File: src/shared/fab_pkg.sv
// constants for the flash async bus host controller
package fab_pkg;
    // ---------------------------------------------------------------
    // timing
    // ---------------------------------------------------------------
    localparam int unsigned CLK_PERIOD_NS    = 10;
    localparam int unsigned RST_LOW_US       = 35;    // reset pulse low
    localparam int unsigned RST_LOW_CYC      =
        (RST_LOW_US * 1000 + CLK_PERIOD_NS - 1) / CLK_PERIOD_NS;
    localparam int unsigned WAKE_NS          = 150;   // wake-up interval
    localparam int unsigned WAKE_CYC         =
        (WAKE_NS + CLK_PERIOD_NS - 1) / CLK_PERIOD_NS;
    localparam int unsigned ACC_NS           = 120;   // read access
    localparam int unsigned ACC_CYC          =
        (ACC_NS + CLK_PERIOD_NS - 1) / CLK_PERIOD_NS;
    localparam int unsigned WP_NS            = 70;    // write pulse
    localparam int unsigned WP_CYC           =
        (WP_NS + CLK_PERIOD_NS - 1) / CLK_PERIOD_NS;
    localparam int unsigned GAP_CYC          = 2;     // recovery / data hold
    localparam int unsigned CNT_W            = 16;
    // ---------------------------------------------------------------
    // chip select pattern driven for selection / deselection
    // ---------------------------------------------------------------
    localparam logic [2:0]  CS_SELECT        = 3'h0;
    localparam logic [2:0]  CS_DESELECT      = 3'h7;
    localparam int unsigned DATA_W           = 16;
    localparam int unsigned ADDR_W           = 24;
    localparam logic [7:0]  BYTE_MASK        = 8'hff;
    localparam int unsigned BUSY_BIT         = 7;
    localparam int unsigned HIST_DEPTH       = 4;
    localparam int unsigned HIST_AW          = 2;
    typedef enum logic [2:0] {
        FAB_RST, FAB_WAKE, FAB_IDLE, FAB_RD, FAB_WR, FAB_REC
    } fab_state_e;
endpackage

File: src/rtl/fab_hist_mem.sv
// small memory holding the last words read back from the flash
`timescale 1ns/100ps
module fab_hist_mem
    import fab_pkg::*;
#(
    parameter int unsigned WIDTH = DATA_W,
    parameter int unsigned DEPTH = HIST_DEPTH,
    parameter int unsigned AW    = HIST_AW
) (
    input  wire logic             i_clk,
    input  wire logic             i_we,
    input  wire logic [AW-1:0]    i_waddr,
    input  wire logic [WIDTH-1:0] i_wdata,
    input  wire logic [AW-1:0]    i_raddr,
    output logic      [WIDTH-1:0] o_rdata
);
    logic [WIDTH-1:0] mem_q [DEPTH];
    // ---------------------------------------------------------------
    // storage and registered read port
    // ---------------------------------------------------------------
    always_ff @(posedge i_clk) begin
        if (i_we) begin
            mem_q[i_waddr] <= i_wdata;
        end
        o_rdata <= mem_q[i_raddr];
    end
endmodule

File: src/rtl/fab_host.sv
// host controller driving the flash asynchronous parallel bus
// How it works
// - host holds reset low at power-up
// - never oe and we low together
// - read keeps we and reset high
// - host gives proper address per command
`timescale 1ns/100ps
module fab_host
    import fab_pkg::*;
#(
    parameter int unsigned RST_CYC = RST_LOW_CYC
) (
    input  wire logic              i_clk,
    input  wire logic              i_rst_b,
    // user side
    input  wire logic              i_req,
    input  wire logic              i_wr,
    input  wire logic [ADDR_W-1:0] i_addr,
    input  wire logic [DATA_W-1:0] i_wdata,
    input  wire logic              i_byte_mode,
    input  wire logic [HIST_AW-1:0] i_hist_sel,
    output logic                   o_ready,
    output logic                   o_done,
    output logic      [DATA_W-1:0] o_rdata,
    output logic      [DATA_W-1:0] o_hist_data,
    output logic                   o_busy,
    // flash pins
    output logic                   o_reset_powerdown_n,
    output logic                   o_chip_select_zero,
    output logic                   o_chip_select_one,
    output logic                   o_chip_select_two,
    output logic                   o_oe_n,
    output logic                   o_we_n,
    output logic      [ADDR_W-1:0] o_addr,
    output logic                   o_byte_n,
    output logic      [DATA_W-1:0] o_data_out,
    output logic                   o_data_oe,
    input  wire logic [DATA_W-1:0] i_data_in,
    input  wire logic              i_ready_busy_out
);
    fab_state_e        st_q, st_d;
    logic [CNT_W-1:0]  cnt_q, cnt_d;
    logic [2:0]        cs_q, cs_d;
    logic              oe_n_q, oe_n_d, we_n_q, we_n_d, rp_q, rp_d;
    logic              doe_q, doe_d, done_q, done_d, byte_q, byte_d;
    logic [ADDR_W-1:0] addr_q, addr_d;
    logic [DATA_W-1:0] wd_q, wd_d, rd_q, rd_d;
    logic [HIST_AW-1:0] hp_q, hp_d;
    logic              hist_we;

    // ---------------------------------------------------------------
    // bus sequencer
    // ---------------------------------------------------------------
    always_comb begin
        st_d = st_q; cnt_d = cnt_q; cs_d = cs_q; oe_n_d = oe_n_q;
        we_n_d = we_n_q; rp_d = rp_q; doe_d = doe_q; done_d = 1'b0;
        byte_d = byte_q; addr_d = addr_q; wd_d = wd_q; rd_d = rd_q;
        hp_d = hp_q; hist_we = 1'b0;
        case (st_q)
            FAB_RST: begin
                rp_d = 1'b0;
                cnt_d = cnt_q + 1'b1;
                if (cnt_q >= CNT_W'(RST_CYC - 1)) begin
                    rp_d = 1'b1; cnt_d = '0; st_d = FAB_WAKE;
                end
            end
            FAB_WAKE: begin
                cnt_d = cnt_q + 1'b1;
                if (cnt_q >= CNT_W'(WAKE_CYC - 1)) begin
                    cnt_d = '0; st_d = FAB_IDLE;
                end
            end
            FAB_IDLE: begin
                if (i_req) begin
                    addr_d = i_addr;
                    byte_d = i_byte_mode;
                    // byte mode only carries the low lane
                    wd_d = i_byte_mode ? (i_wdata & DATA_W'(BYTE_MASK))
                                       : i_wdata;
                    cs_d = CS_SELECT;
                    cnt_d = '0;
                    if (i_wr) begin
                        we_n_d = 1'b0; oe_n_d = 1'b1;
                        doe_d = 1'b1; st_d = FAB_WR;
                    end else begin
                        oe_n_d = 1'b0; we_n_d = 1'b1;
                        doe_d = 1'b0; st_d = FAB_RD;
                    end
                end
            end
            FAB_RD: begin
                cnt_d = cnt_q + 1'b1;
                if (cnt_q >= CNT_W'(ACC_CYC - 1)) begin
                    // busy status leaves only bit 7 valid
                    if (!i_ready_busy_out) begin
                        rd_d = '0;
                        rd_d[BUSY_BIT] = i_data_in[BUSY_BIT];
                    end else if (byte_q) begin
                        rd_d = i_data_in & DATA_W'(BYTE_MASK);
                    end else begin
                        rd_d = i_data_in;
                    end
                    hist_we = 1'b1;
                    hp_d = hp_q + 1'b1;
                    oe_n_d = 1'b1; cs_d = CS_DESELECT;
                    done_d = 1'b1; cnt_d = '0; st_d = FAB_REC;
                end
            end
            FAB_WR: begin
                cnt_d = cnt_q + 1'b1;
                if (cnt_q >= CNT_W'(WP_CYC - 1)) begin
                    we_n_d = 1'b1;
                    cnt_d = '0; st_d = FAB_REC;
                end
            end
            FAB_REC: begin
                // deselect one cycle after we rise; hold data one gap past we rise
                if (cnt_q == '0) begin
                    cs_d = CS_DESELECT;
                end
                cnt_d = cnt_q + 1'b1;
                if (cnt_q >= CNT_W'(GAP_CYC - 1)) begin
                    if (doe_q) done_d = 1'b1;
                    doe_d = 1'b0; cnt_d = '0; st_d = FAB_IDLE;
                end
            end
            default: st_d = FAB_RST;
        endcase
    end

    // ---------------------------------------------------------------
    // registers; reset re-runs the power-on sequence
    // ---------------------------------------------------------------
    always_ff @(posedge i_clk) begin
        if (!i_rst_b) begin
            st_q <= FAB_RST; cnt_q <= '0; cs_q <= CS_DESELECT;
            oe_n_q <= 1'b1; we_n_q <= 1'b1; rp_q <= 1'b0;
            doe_q <= 1'b0; done_q <= 1'b0; byte_q <= 1'b0;
            addr_q <= '0; wd_q <= '0; rd_q <= '0; hp_q <= '0;
        end else begin
            st_q <= st_d; cnt_q <= cnt_d; cs_q <= cs_d;
            oe_n_q <= oe_n_d; we_n_q <= we_n_d; rp_q <= rp_d;
            doe_q <= doe_d; done_q <= done_d; byte_q <= byte_d;
            addr_q <= addr_d; wd_q <= wd_d; rd_q <= rd_d; hp_q <= hp_d;
        end
    end

    // ---------------------------------------------------------------
    // read history
    // ---------------------------------------------------------------
    fab_hist_mem u_hist (
        .i_clk   (i_clk),
        .i_we    (hist_we),
        .i_waddr (hp_q),
        .i_wdata (rd_d),
        .i_raddr (i_hist_sel),
        .o_rdata (o_hist_data)
    );

    // pins; busy line is an open drain pulled high outside
    assign o_reset_powerdown_n = rp_q;
    assign o_chip_select_zero  = cs_q[0];
    assign o_chip_select_one   = cs_q[1];
    assign o_chip_select_two   = cs_q[2];
    assign o_oe_n              = oe_n_q;
    assign o_we_n              = we_n_q;
    assign o_addr              = addr_q;
    assign o_byte_n            = ~byte_q;
    assign o_data_out          = wd_q;
    assign o_data_oe           = doe_q;
    assign o_ready             = (st_q == FAB_IDLE);
    assign o_done              = done_q;
    assign o_rdata             = rd_q;
    assign o_busy              = ~i_ready_busy_out;
endmodule

File: config.mk
export PLATFORM = sky130hd
export DESIGN_NAME = fab_host
export DESIGN_NICKNAME = d
export VERILOG_FILES = /design/src/shared/fab_pkg.sv /design/src/rtl/fab_hist_mem.sv /design/src/rtl/fab_host.sv
export SDC_FILE = /design/constraint.sdc
export NUM_CORES = 1
export LEC_CHECK = 0
export BUFFER_PORTS_ARGS = -buffer_cell sky130_fd_sc_hd__buf_2
export CAP_MARGIN = 20
export CORE_UTILIZATION = 30
export DETAILED_ROUTE_END_ITERATION = 6
export PLACE_DENSITY = 0.5
export SKIP_CTS_REPAIR_TIMING = 1
export SLEW_MARGIN = 20
export SYNTH_ARGS = -nofsm -noshare
export SYNTH_HDL_FRONTEND = slang
export SYNTH_SLANG_ARGS = --single-unit
File: constraint.sdc
create_clock -name i_clk -period 1.9 [get_ports i_clk]
set_input_delay 0.095 -clock i_clk [delete_from_list [all_inputs] [get_ports i_clk]]
set_output_delay 0.095 -clock i_clk [all_outputs]
set_load 0.1 [all_outputs]
== After elaboration in Yosys (flattened, before gate mapping) ==
Memories as Yosys holds them, arrays and structs flattened. A register that Yosys moved wholly into a read port is not among the register bits.
Index checks and enable logic that the tools add are counted.

* $add $sub $neg: 2
* $mul: 0
* Divide/modulo/power cells: 0
* Magnitude comparators: 5
* Equal/unequal tests: 12
* Shifts and indexed selects: 0
* Multiplexer cells: 42
* Bitwise logic cells: 2
* Reductions and logical operators: 15

{| class="wikitable"
|+ Operators with widths
! cell !! number
|-
| 16-bit two-way mux || 11
|-
| 16-bit one-hot mux with 6 select lines || 1
|-
| 16-bit by 4-bit greater-or-equal comparator with 1-bit output, second input constant || 2
|-
| 3-bit two-way mux || 10
|-
| 3-bit one-hot mux with 6 select lines || 1
|-
| 16-bit by 1-bit adder with 16-bit output, second input constant || 1
|-
| 16-bit by 1-bit greater-or-equal comparator with 1-bit output, second input constant || 1
|-
| 16-bit by 12-bit greater-or-equal comparator with 1-bit output, second input constant || 1
|-
| 16-bit by 3-bit greater-or-equal comparator with 1-bit output, second input constant || 1
|-
| 16-bit zero test || 1
|-
| 1-bit two-way mux || 14
|-
| 2-bit inequality test, second input constant || 7
|-
| 3-bit one-hot mux with 3 select lines || 1
|-
| 3-bit AND reduction || 3
|-
| 1-bit one-hot mux with 2 select lines || 4
|-
| 3-bit by 2-bit equality test with 1-bit output, second input constant || 2
|-
| 3-bit equality test, second input constant || 2
|-
| 2-bit AND reduction || 3
|-
| 6-bit AND reduction || 1
|-
| 2-bit nonzero test || 3
|-
| 6-bit nonzero test || 1
|-
| 4-bit AND reduction || 1
|-
| 3-bit by 1-bit equality test with 1-bit output, second input constant || 1
|-
| 3-bit zero test || 1
|-
| 3 further kinds || 4
|}

* Register bits: 86
* Latch bits: 0
* Bits in writable memories: 64
* ROM bits: 0
* Input port bits: 64
* Output and inout port bits: 83
* Word-level logic and storage cells: 92
* Memories: 1

{| class="wikitable"
|+ Memory list
! name !! words !! width !! read ports !! clocked after Yosys merged registers in !! write ports !! line !! RTL
|-
| u_hist.mem_q || 4 || 16 || 1 || 1 || 1 || fab_hist_mem.sv:17 || <nowiki>logic [WIDTH-1:0] mem_q [DEPTH];</nowiki>
|}

== Logic depth before layout (Yosys ltp) ==
Gate-level depths: netlist (run 1).

* Depth after elaboration: 5
* Depth in mapped cells: 8
* Mapped depth without buffers: 7

== Modules after synthesis ==
From an unflattened synthesis (run 1), not the netlist that was laid out.

* Cell total of the unflattened synthesis: 545
* Area, all modules: 6,424.9 um^2

{| class="wikitable"
|+ Modules (own cells, without submodules)
! module !! instances !! cells an instance !! area each (um^2) !! sequential area each (um^2)
|-
| fab_host || 1 || 441 || 3,727.3 || 1,681.6
|-
| fab_hist_mem || 1 || 104 || 2,697.6 || 2,242.2
|}

== Least setup slack after synthesis (run 1) ==
OpenSTA, ideal clock, no wires.

* Kind: register -> register
* Start: reg st_q[1]
* End: reg cs_q[1]
* Library setup time: 0.138 ns
* Arrival time: 3.805 ns
* Data required time: 1.762 ns
* Path slack: -2.043 ns
* Stages on the path, launching flop included: 7
* Buffers on the path: 2
* Clock period less this slack: 3.943 ns
* Cell sequence: dfxtp_1 clkbuf_4 nor3b_1 nand2_1 clkbuf_1 nand2_1 nand4_1

* Cells in the longest elaborated chain, start to end: 3
* Elaborated cells between the ends (all ways): 9
* Those cells by class: eq/ne (6); mux (1); reduce/logical (2)

{| class="wikitable"
|+ RTL lines
! element !! line !! RTL
|-
| start, declared || fab_host.sv:41 || <nowiki>fab_state_e st_q, st_d;</nowiki>
|-
| start signal, assigned || fab_host.sv:141 || <nowiki>st_q <= st_d; cnt_q <= cnt_d; cs_q <= cs_d;</nowiki>
|-
| 3-bit by 2-bit equality test with 1-bit output (*) || -- ||
|-
| net o_ready || fab_host.sv:22 || <nowiki>output logic o_ready,</nowiki>
|-
| 2-bit inequality test (no source line) / 3-bit nonzero test (equally long branches) || -- ||
|-
| 4-bit AND reduction (no source line) || -- ||
|-
| end signal, assigned || fab_host.sv:141 ||
|-
| end, declared || fab_host.sv:43 || <nowiki>logic [2:0] cs_q, cs_d;</nowiki>
|}

Mark *: on every way through the listed nets, which the timed path passes. The rest lies on a longest branch.
A chain may end at the register's enable or synchronous reset.

== Final worst setup path (run 1) ==
* Start: reg cnt_q[1]
* End: reg cnt_q[4]

* Cells in the longest elaborated chain, start to end: 3
* Elaborated cells between the ends (all ways): 12
* Those cells by class: add/sub (1); order compare (5); mux (6)

{| class="wikitable"
|+ RTL lines
! element !! line !! RTL
|-
| start, declared || fab_host.sv:42 || <nowiki>logic [CNT_W-1:0] cnt_q, cnt_d;</nowiki>
|-
| start signal, assigned || fab_host.sv:141 ||
|-
| 16-bit by 1-bit adder with 16-bit output, or another cell as far along || -- ||
|-
| 16-bit two-way mux (on tied branches) || -- ||
|-
| 16-bit one-hot mux with 6 select lines (*) || fab_host.sv:59 || <nowiki>case (st_q)</nowiki>
|}

Every way passes the cells marked *; elsewhere a longest branch is shown, timed or not.

==> results of run 1 <==
-- registers in the layout (all words and copies together) (netlist names) --
| name | cells |
|---|---|
| o_reset_powerdown_n | 1 |
| st_q | 3 |
| cnt_q | 16 |
| u_hist.mem_q | 64 |
| u_hist.o_rdata | 16 |
| o_done | 1 |
| o_data_out | 16 |
| hp_q | 2 |
| o_rdata | 16 |
| o_data_oe | 1 |
| o_addr | 24 |
| o_oe_n | 1 |
| o_we_n | 1 |
| cs_q | 1 |
| byte_q | 1 |
-- path summary, 6_finish.rpt --
check	cells past startpoint	start	endpoint
worst min-delay path	3	i_data_in[12]	o_rdata[12]
worst max-delay path	7	cnt_q[1]	cnt_q[4]
worst max register to register	7	cnt_q[1]	cnt_q[4]
worst min register to register	2	o_data_out[2]	o_data_out[2]
-- cell families (layout without fill, tap and decap cells) --
group | after synthesis | after routing | synth area share (%)
xor gates and xnor gates | 14 | 14 | 1.90
AOI/OAI and AO/OA | 89 | 89 | 11.0
and+or+nand+nor | 212 | 212 | 15.7
muxes | 17 | 17 | 5.75
adders and majority gates | 8 | 8 | 1.55
buffers and inverters | 46 | 288 | 3.41
DFF | 164 | 164 | 60.7
-- layer usage --
| layer | up-vias | share of wire (%) | GRT usage [%] |
|---|---|---|---|
| met2 | 147 | 49 | 23.6 |
| met4 | 0 | 1.0 | 3.83 |
| met5 | - | 0 | 0 |
| met1 | 2325 | 45 | 17.4 |
| li1 | 2384 | - | - |
| met3 | 14 | 5.0 | 4.46 |
-- through the flow --
stage	TNS, ns	setup slack, ns	area [um^2]	total power (uW)	cells
2_1_floorplan	-10.74	-0.222	6530	4010	550
3_3_place_gp	0	0.0412	7690	4140	975
3_5_place_dp	-0.0408	-0.0114	7690	4150	975
4_1_cts	-0.363	-0.0420	8290	7660	1007
5_1_grt	-0.147	-0.0273	9030	7980	1067
6_report	0	0.0354	9030	7720	1067
-- placed cells by master (no fill, tap or decap), types with 3 or more instances in the layout --
cell / n
a21boi_1: 59
a21oi_1: 5
and2_1: 4
and3_1: 3
buf_2: 146
buf_4: 34
buf_6: 6
clkbuf_16: 17
clkinv_4: 3
dfxtp_1: 93
dfxtp_2: 5
dlygate4sd3_1: 56
edfxtp_1: 64
ha_1: 6
inv_1: 11
inv_6: 6
mux4_2: 16
nand2_1: 120
nand3_1: 20
nand3b_1: 8
nand4_1: 7
nor2_1: 12
nor2_2: 11
nor2b_1: 3
nor3_1: 3
nor4_4: 3
o211ai_1: 3
xnor2_1: 4
xor2_1: 10
-- power by group through the flow --
| stage | Clock (uW) | Sequential [uW] | Combinational, uW |
|---|---|---|---|
| 5_1_grt | 3740 | 3670 | 566 |
| 3_3_place_gp | 0 | 3740 | 405 |
| 2_1_floorplan | 0 | 3870 | 143 |
| 3_5_place_dp | 0 | 3740 | 407 |
| 4_1_cts | 3590 | 3660 | 408 |
| 6_report | 3520 | 3670 | 535 |
-- critical path: cells and delay by family (launching register included) --
kind	cells	cell delay [ns]
adders and majority gates	1	0.15
and+or+nand+nor	2	0.18
buffers and inverters	2	0.26
AOI/OAI and AO/OA	2	0.77
DFF	1	0.40
-- layout make-up --
cell class,count,area share (%)
clock buffers,18,4.86
clock inverters,14,1.86
inverters,13,0.623
flip-flops and latches,164,43.6
repair buffers,243,18.1
well taps,275,3.81
multi-input cells,340,27.2
==> metrics.csv, run 1 <==
metric;value;unit
violations;negative hold slack;
ys_top_cells_by_count;122 x nand2_1, 100 x dfxtp_1, 64 x edfxtp_1;
drt_wl_total;16100;um
vdd_ir_drop_max;0.532;mV
yosys.area.top_type;dfxtp_1;
crit_chain;inv_6 > ha_4 > nor4b_4 > o2111a_2 > o41ai_4 > buf_6 > nor2_1;
vias;4870;
syn2layout_area_growth;39.8;%
grt_antenna_before_repair;0;
die-area;22100;um^2
pin_count;147;
critPathMaxStageDelay;0.47;ns
yosysMostFrequentCell;nand2_1;
cts_buffer_depth;2;
cts_made_buffers;17;
grt-ovfl-total;0;
wl_per_cell;15.1;um
ys.flop_type;dfxtp_1;
synthesis.area;6460;um^2
drive_above_1_share;35.7;%
port_buffers;146;
clkPwrFrac;45.6;%
crit_type;register to register;
period_minus_slack;1.86;ns
reg2reg_setup_slack;0.04;ns
core-area;21100;um^2
synth.area.top_cells;dfxtp_1 31%, edfxtp_1 30%, nand2_1 7.1%;
cts_root_buffer;clkbuf_16;
diodes;0;
yosysWarningCount;0;
fin_skew;0.0163;ns
max_freq;536;MHz
initial_core_util;30.6;%
dp_hpwl;10700;um
grt_max_degree;70;
required;2.21;ns
htree_levels;4;
grt_use_total;14.1;%
drtPass1Iterations;4;
drtIter0Drc;186;
antenna_left;0;
leakage;0.00365;uW
swShare;23.5;%
die_h;149;um
crit_path_top_delay_cell;o41ai_4;
fillerInstances;1999;
syn_avg_cell_area;11.7;um^2
syn_inst;550;
powerDensity;854;nW/um^2
period_share;98.1;%
hold_viol_final;1;
register_area;3940;um^2
power_frac_seq;47.5;%
cts_tree;built;
endpoint_kind;register;
cp_max_fo;7;
clkSinkCount;164;
tightest_slew;0.629;ns
cap_violations;0;
row_count;53;
rsz0062_at_grt;yes;
synth_cell_type_count;53;
worst_slew_margin_rel;57.9;%
fin_nets;851;
multiInputGateArea;2450;um^2
min_path_type;primary input to register;
synth_top_area_share;31.0;%
cts.clk_slew.worst_paths;0.07;ns
startpoint_type;register;
status;complete, but fails checks;
synth-edff-count;64;
slew_viol_final;0;
fin_hold_ws;-0.0310;ns
grt_pass1_wl;23800;um
final_core_util;42.8;%
power_frac_comb;6.9;%
gp_congestion;0.717;
ys_ff_latch;164;
seq_area_frac_synth;60.7;%
arrival;2.18;ns
die_w;149;um
grt_pass1_vias;4618;
power.internal;5900;uW
clock_latency;0.42;ns
drc;0;
setup_viol;0;
syn_nets;622;
ys_async_sr_fraction;0;%
viasPerCell;4.56;
switchingPower;1810;uW
Power figures use the tool's default switching activity.
==> run 2: changes to the inputs <==
--- a/config.mk
+++ b/config.mk
@@ -5,11 +5,11 @@
 export SDC_FILE = /design/constraint.sdc
 export NUM_CORES = 1
 export LEC_CHECK = 0
-export BUFFER_PORTS_ARGS = -buffer_cell sky130_fd_sc_hd__buf_2
 export CAP_MARGIN = 20
 export CORE_UTILIZATION = 30
 export DETAILED_ROUTE_END_ITERATION = 6
-export PLACE_DENSITY = 0.5
+export DONT_BUFFER_PORTS = 1
+export PLACE_DENSITY = 0.43
 export SKIP_CTS_REPAIR_TIMING = 1
 export SLEW_MARGIN = 20
 export SYNTH_ARGS = -nofsm -noshare
==> constraint.sdc (replaced) <==
create_clock -name i_clk -period 2.4 [get_ports i_clk]
set_input_delay 0.12 -clock i_clk [delete_from_list [all_inputs] [get_ports i_clk]]
set_output_delay 0.12 -clock i_clk [all_outputs]
set_load 0.1 [all_outputs]
==> run 2 against run 1 <==
The run still ends with negative hold slack left. Clock skew decreased by 0.0061 ns. Clock-buffer cell count did not move. Critical path depth fell by 1. Via count shrank 8.3%. Final area is 5.9% lower. Worst setup slack better by 0.10 ns. Wire length shrank 0.24%. Worst hold slack gained 0.011 ns. Non-clock buffer count shrank 100. Critical endpoint is now o_data_out[10].
==> metrics.csv, run 2 (synthesis results as in run 1) <==
metric;value;unit;change
grt_use_total;14.4;%;+0.29 points
gp_congestion;0.721;;+0.49%
cts_buffer_depth;2;;unchanged
cts_root_buffer;clkbuf_16;;
r2r-end;o_data_out[10];;
regMostFlops;u_hist.mem_q;;
power.internal;4480;uW;-24%
min_path_type;primary input to register;;
vdd_ir_drop_max;0.441;mV;-17%
crit_path_end;o_data_out[10];;
drtIter0Drc;216;;+16%
rsz0062_at_grt;no;;
clkPwrFrac;44.9;%;-0.7 points
cts_made_buffers;17;;unchanged
cts_tree;built;;
tns;0;ns;unchanged
layout_setup_ws;0.135;ns;+0.100 ns
required;2.75;ns;+0.54 ns
slew_viol_final;0;;unchanged
port_buffers;0;;-100%
setup_viol;0;;unchanged
grt-ovfl-total;0;;unchanged
critical_path.startpoint;st_q[1];;
grt_antenna_before_repair;0;;unchanged
grt_max_degree;74;;+5.7%
drc;0;;unchanged
tightest_slew;0.974;ns;+0.344 ns
viasPerCell;4.62;;+1.2%
core-area;21100;um^2;unchanged
final_cell_mix;122 x nand2_1, 99 x dfxtp_1, 77 x buf_4, 64 x edfxtp_1, 63 x dlygate4sd3_1;;
worst_slew_margin_rel;35.0;%;-23 points
fin_skew;0.0102;ns;-0.00614 ns
dp_hpwl;10600;um;-1.0%
pin_count;147;;unchanged
multiInputGateArea;2330;um^2;-4.9%
finalPower;5870;uW;-24%
crit_type;register to register;;
die_w;149;um;unchanged
grt_pass1_vias;4214;;-8.7%
cp_max_fo;44;;+37
max_freq;442;MHz;-18%
fin_hold_ws;-0.0204;ns;+0.0106 ns
powerDensity;691;nW/um^2;-19%
switchingPower;1390;uW;-23%
row_count;53;;unchanged
reg2reg_setup_slack;0.14;ns;+0.10 ns
register_area;3930;um^2;-0.25%
clkSinkCount;164;;unchanged
arrival;2.62;ns;+0.44 ns
leakage;0.00317;uW;-13%
antenna_left;0;;unchanged
wl_per_cell;16.6;um;+10%
violations;negative hold slack;;
diodes;0;;unchanged
drive_above_1_share;22.1;%;-14 points
swShare;23.7;%;+0.24 points
startpoint_type;register;;
clock_latency;0.42;ns;about the same
worst_r2r_path_depth;6;;-1
period_share;94.4;%;-3.8 points
place_worst_setup_slack;0.357;ns;+0.368 ns
hold_viol_final;1;;unchanged
cts.clk_slew.worst_paths;0.07;ns;about the same
power_frac_seq;51.2;%;+3.7 points
die_h;149;um;unchanged
status;complete, but fails checks;;
period_minus_slack;2.26;ns;+0.400 ns
syn2layout_area_growth;31.5;%;
fillerInstances;2031;;+1.6%
grt_pass1_wl;23500;um;-1.3%
initial_core_util;30.6;%;unchanged
reg2reg_from;st_q[1];;
vias;4468;;-8.3%
power_frac_comb;3.9;%;-3.0 points
endpoint_kind;register;;
layout_commonest_cell;nand2_1;;
drtPass1Iterations;4;;unchanged
die-area;22100;um^2;unchanged
largest_register_ffs;64;;unchanged
htree_levels;4;;unchanged
cap_violations;0;;unchanged
drt_wl_total;16000;um;-0.24%
fin_nets;751;;-12%
## run 2: final cells by class
cell class,count,area share (%)
Clock inverter,14,1.63
Inverter,13,0.574
Multi-Input combinational cell,340,27.5
Tap cell,275,4.05
Clock buffer,18,5.05
Timing Repair Buffer,143,15.0
Sequential cell,164,46.2
## run 2: worst min path at each step
stage	startpoint	endpoint	slack [ns]	cells after the start
5_1_grt	i_rst_b	o_we_n	0.006	2
6_report	i_wr	st_q[2]	-0.02	2
3_3_place_gp	i_rst_b	o_we_n	0.19	1
4_1_cts	i_rst_b	o_we_n	-0.25	1
3_5_place_dp	i_rst_b	o_we_n	0.20	1
2_1_floorplan	i_byte_mode	byte_q	0.25	2
## run 2: stage by stage
step / area [um^2] / utilization [%] / std cells / hold WS, ns
finish: 8500 / 40.3 / 967 / -0.0204
global route: 8500 / 40.3 / 967 / 0.00561
CTS: 7820 / 37.1 / 902 / -0.253
detailed placement: 7250 / 34.4 / 870 / 0.195
global placement: 7250 / 34.4 / 870 / 0.194
floorplan: 6470 / - / 550 / 0.255
## run 2: routing by layer
metal  part of all wire [%]  vias up  track usage [%]
met5                      0        -                0
met4                   0.89        0             4.64
met1                     44     2144             17.7
li1                       -     2187                -
met2                     49      123             23.3
met3                    6.6       14             5.29
## run 2: power by group through the flow
stage / Sequential (uW) / Clock (uW) / Combinational [uW]
after CTS: 3000 / 2720 / 103
after floorplan: 3060 / 0 / 113
after global routing: 3010 / 2830 / 246
final: 3000 / 2640 / 228
after global placement: 3070 / 0 / 101
after detailed placement: 3070 / 0 / 102
## run 2: critical path, cell delays in order, from the launching register on
cell	delay, ns
dfxtp_1	0.61
nor3b_4	0.33
and2_1	0.20
buf_12	0.23
nand3b_1	0.10
dlygate4sd3_1	0.56
a21boi_0	0.15
==> run 3: changes to the inputs <==
--- a/config.mk
+++ b/config.mk
@@ -14,4 +14,5 @@
 export SLEW_MARGIN = 20
 export SYNTH_ARGS = -nofsm -noshare
 export SYNTH_HDL_FRONTEND = slang
+export SYNTH_HIERARCHICAL = 1
 export SYNTH_SLANG_ARGS = --single-unit
==> run 3 against run 2 <==
The flow still finishes with violations (negative hold slack). Clock-buffer cell count increased by 4. Clock skew decreased by 0.00082 ns. Synthesized cell count decreased by 0.91%. Worst setup slack improved by 0.038 ns. Highest routed layer unchanged.
==> metrics.csv, run 3 <==
metric;value;unit;change
grt_use_total;14.3;%;-0.12 points
dpl_cell_area;7270;um^2;+0.22%
htree_levels;4;;unchanged
ys_top_cells_by_count;121 x nand2_1, 100 x dfxtp_1, 64 x edfxtp_1;;
initial_core_util;30.6;%;-0.082 points
tns;0;ns;unchanged
syn_inst;545;;-0.91%
synth_top_area_share;31.2;%;+0.18 points
pin_count;147;;unchanged
reg2reg_from;cnt_q[0];;
syn_avg_cell_area;11.8;um^2;+0.33%
dp_hpwl;10400;um;-2.1%
final_cell_mix;121 x nand2_1, 99 x dfxtp_1, 82 x buf_4, 67 x dlygate4sd3_1, 64 x edfxtp_1;;
rsz0062_at_grt;no;;
yosysWarningCount;6;;+6
final_area;8540;um^2;+0.49%
grt_pass1_wl;23400;um;-0.59%
final_core_util;40.6;%;+0.32 points
synth.area.top_cells;dfxtp_1 31%, edfxtp_1 30%, nand2_1 7.1%;;
cp_max_fo;8;;-82%
drive_above_1_share;19.5;%;-2.6 points
drt_wl_total;15700;um;-2.3%
reg2reg_setup_slack;0.17;ns;+0.04 ns
layout_commonest_cell;nand2_1;;
min_path_type;primary input to register;;
max_freq;449;MHz;+1.7%
status;complete, but fails checks;;
yosysMostFrequentCell;nand2_1;;
cts_made_buffers;17;;unchanged
synthesis.area;6420;um^2;-0.58%
drtPass1Iterations;4;;unchanged
cts_root_buffer;clkbuf_16;;
tightest_slew;0.950;ns;-0.0239 ns
worst_slew_margin_rel;36.6;%;+1.6 points
period_share;92.8;%;-1.6 points
ys_async_sr_fraction;0;%;unchanged
cap_violations;0;;unchanged
fin_hold_ws;-0.0193;ns;+0.00118 ns
grt-ovfl-total;0;;unchanged
clkSinkCount;164;;unchanged
seq_area_frac_synth;61.1;%;+0.35 points
cts.clk_slew.worst_paths;0.06;ns;about the same
regMostFlops;u_hist/mem_q;;
antenna_left;0;;unchanged
grtUsageMet2;23.1;%;-0.20 points
largest_register_ffs;64;;unchanged
wl_per_cell;16.1;um;-2.7%
grtUsageMet1;17.1;%;-0.58 points
startpoint_type;register;;
place_worst_setup_slack;0.00227;ns;-0.355 ns
cts_tree;built;;
vias;4581;;+2.5%
hold_viol_final;1;;unchanged
port_buffers;0;;unchanged
die_h;148;um;-0.29%
gp_congestion;0.792;;+10%
fin_skew;0.00937;ns;-0.000819 ns
crit_type;register to register;;
syn_nets;613;;-1.4%
arrival;2.36;ns;-0.26 ns
ys.flop_type;dfxtp_1;;
ys_ff_latch;164;;unchanged
drc;0;;unchanged
period_minus_slack;2.23;ns;-0.0379 ns
synth_cell_type_count;52;;-1.9%
die-area;22000;um^2;-0.57%
worst_r2r_path_depth;7;;+1
syn2layout_area_growth;32.9;%;
min_to;o_we_n;;
slew_viol_final;0;;unchanged
violations;negative hold slack;;
setup_viol;0;;unchanged
core-area;21000;um^2;-0.31%
grt_pass1_vias;4140;;-1.8%
vdd_ir_drop_max;0.416;mV;-5.6%
r2r-end;u_hist/mem_q[1][5];;
synth-edff-count;64;;unchanged
die_w;148;um;-0.29%
drtIter0Drc;311;;+44%
endpoint_kind;register;;
required;2.53;ns;-0.22 ns
min_from;i_wr;;
busiest_layer;met2;;
layout_setup_ws;0.173;ns;+0.0379 ns
cts_buffer_depth;2;;unchanged
yosys.area.top_type;dfxtp_1;;
diodes;0;;unchanged
grt_antenna_before_repair;0;;unchanged
row_count;53;;unchanged
met3_usage;5.71;%;+0.42 points
powerDensity;675;nW/um^2;-2.3%
grt_max_degree;75;;+1.4%
leakage;0.00318;uW;+0.48%
whs_path_depth;3;;+1
viasPerCell;4.72;;+2.1%
clock_latency;0.42;ns;about the same
fin_nets;751;;unchanged
[run 3: changes by cell type in the layout (fill, tap and decap cells not counted), moves of 5 or more]
cell	delta
mux4_1	+6
a21boi_0	+53
a21boi_1	-53
o21ai_0	+7
buf_4	+5
nor2_2	-11
mux4_2	-6
[run 3: kinds of logic after synthesis]
kind of cell	share of synthesized area (%)
AOI/OAI and AO/OA	10.9
muxes	6.13
and+or+nand+nor	15.9
buffers and inverters	3.37
adders and majority gates	0.779
xor gates and xnor gates	1.91
DFF	61.1
[run 3: per-layer routing]
metal	vias up	part of all wire [%]
met5	-	0
met4	0	1.7
met3	22	7.7
met2	151	48
met1	2203	43
li1	2205	-
[run 3: critical path, cell delays in order (launching register included)]
cell,delay (ns)
dfxtp_1,0.40
ha_1,0.31
o21ai_0,0.14
inv_1,0.10
o21ai_2,0.07
inv_1,0.19
and3b_1,0.47
buf_4,0.24
[run 3: cell type report]
class	instances	area, um^2
fillers	1994	12500
flip-flops and latches	164	3930
multi-input cells	338	2310
repair buffers	153	1370
clock buffers	22	444
well taps	275	344
clock inverters	10	101
inverters	9	33.8
[run 3: power by group]
group / switching [uW] / internal [uW]
Combinational: 85.3 / 127
Sequential: 107 / 2880
Clock: 1120 / 1440
[run 3: worst max path at each step]
stage / startpoint / end
after floorplan: cnt_q[1] / u_hist/mem_q[0][0]
after global placement: cnt_q[0] / cnt_q[7]
after detailed placement: cnt_q[0] / cnt_q[14]
after CTS: cnt_q[0] / cnt_q[14]
after global routing: cnt_q[0] / u_hist/mem_q[1][5]
final: cnt_q[0] / u_hist/mem_q[1][5]
[run 3: metrics by stage]
| step | cells | total power (uW) |
|---|---|---|
| 2_1_floorplan | 545 | 3150 |
| 3_3_place_gp | 870 | 3140 |
| 3_5_place_dp | 870 | 3140 |
| 4_1_cts | 902 | 5720 |
| 5_1_grt | 971 | 5980 |
| 6_report | 971 | 5760 |
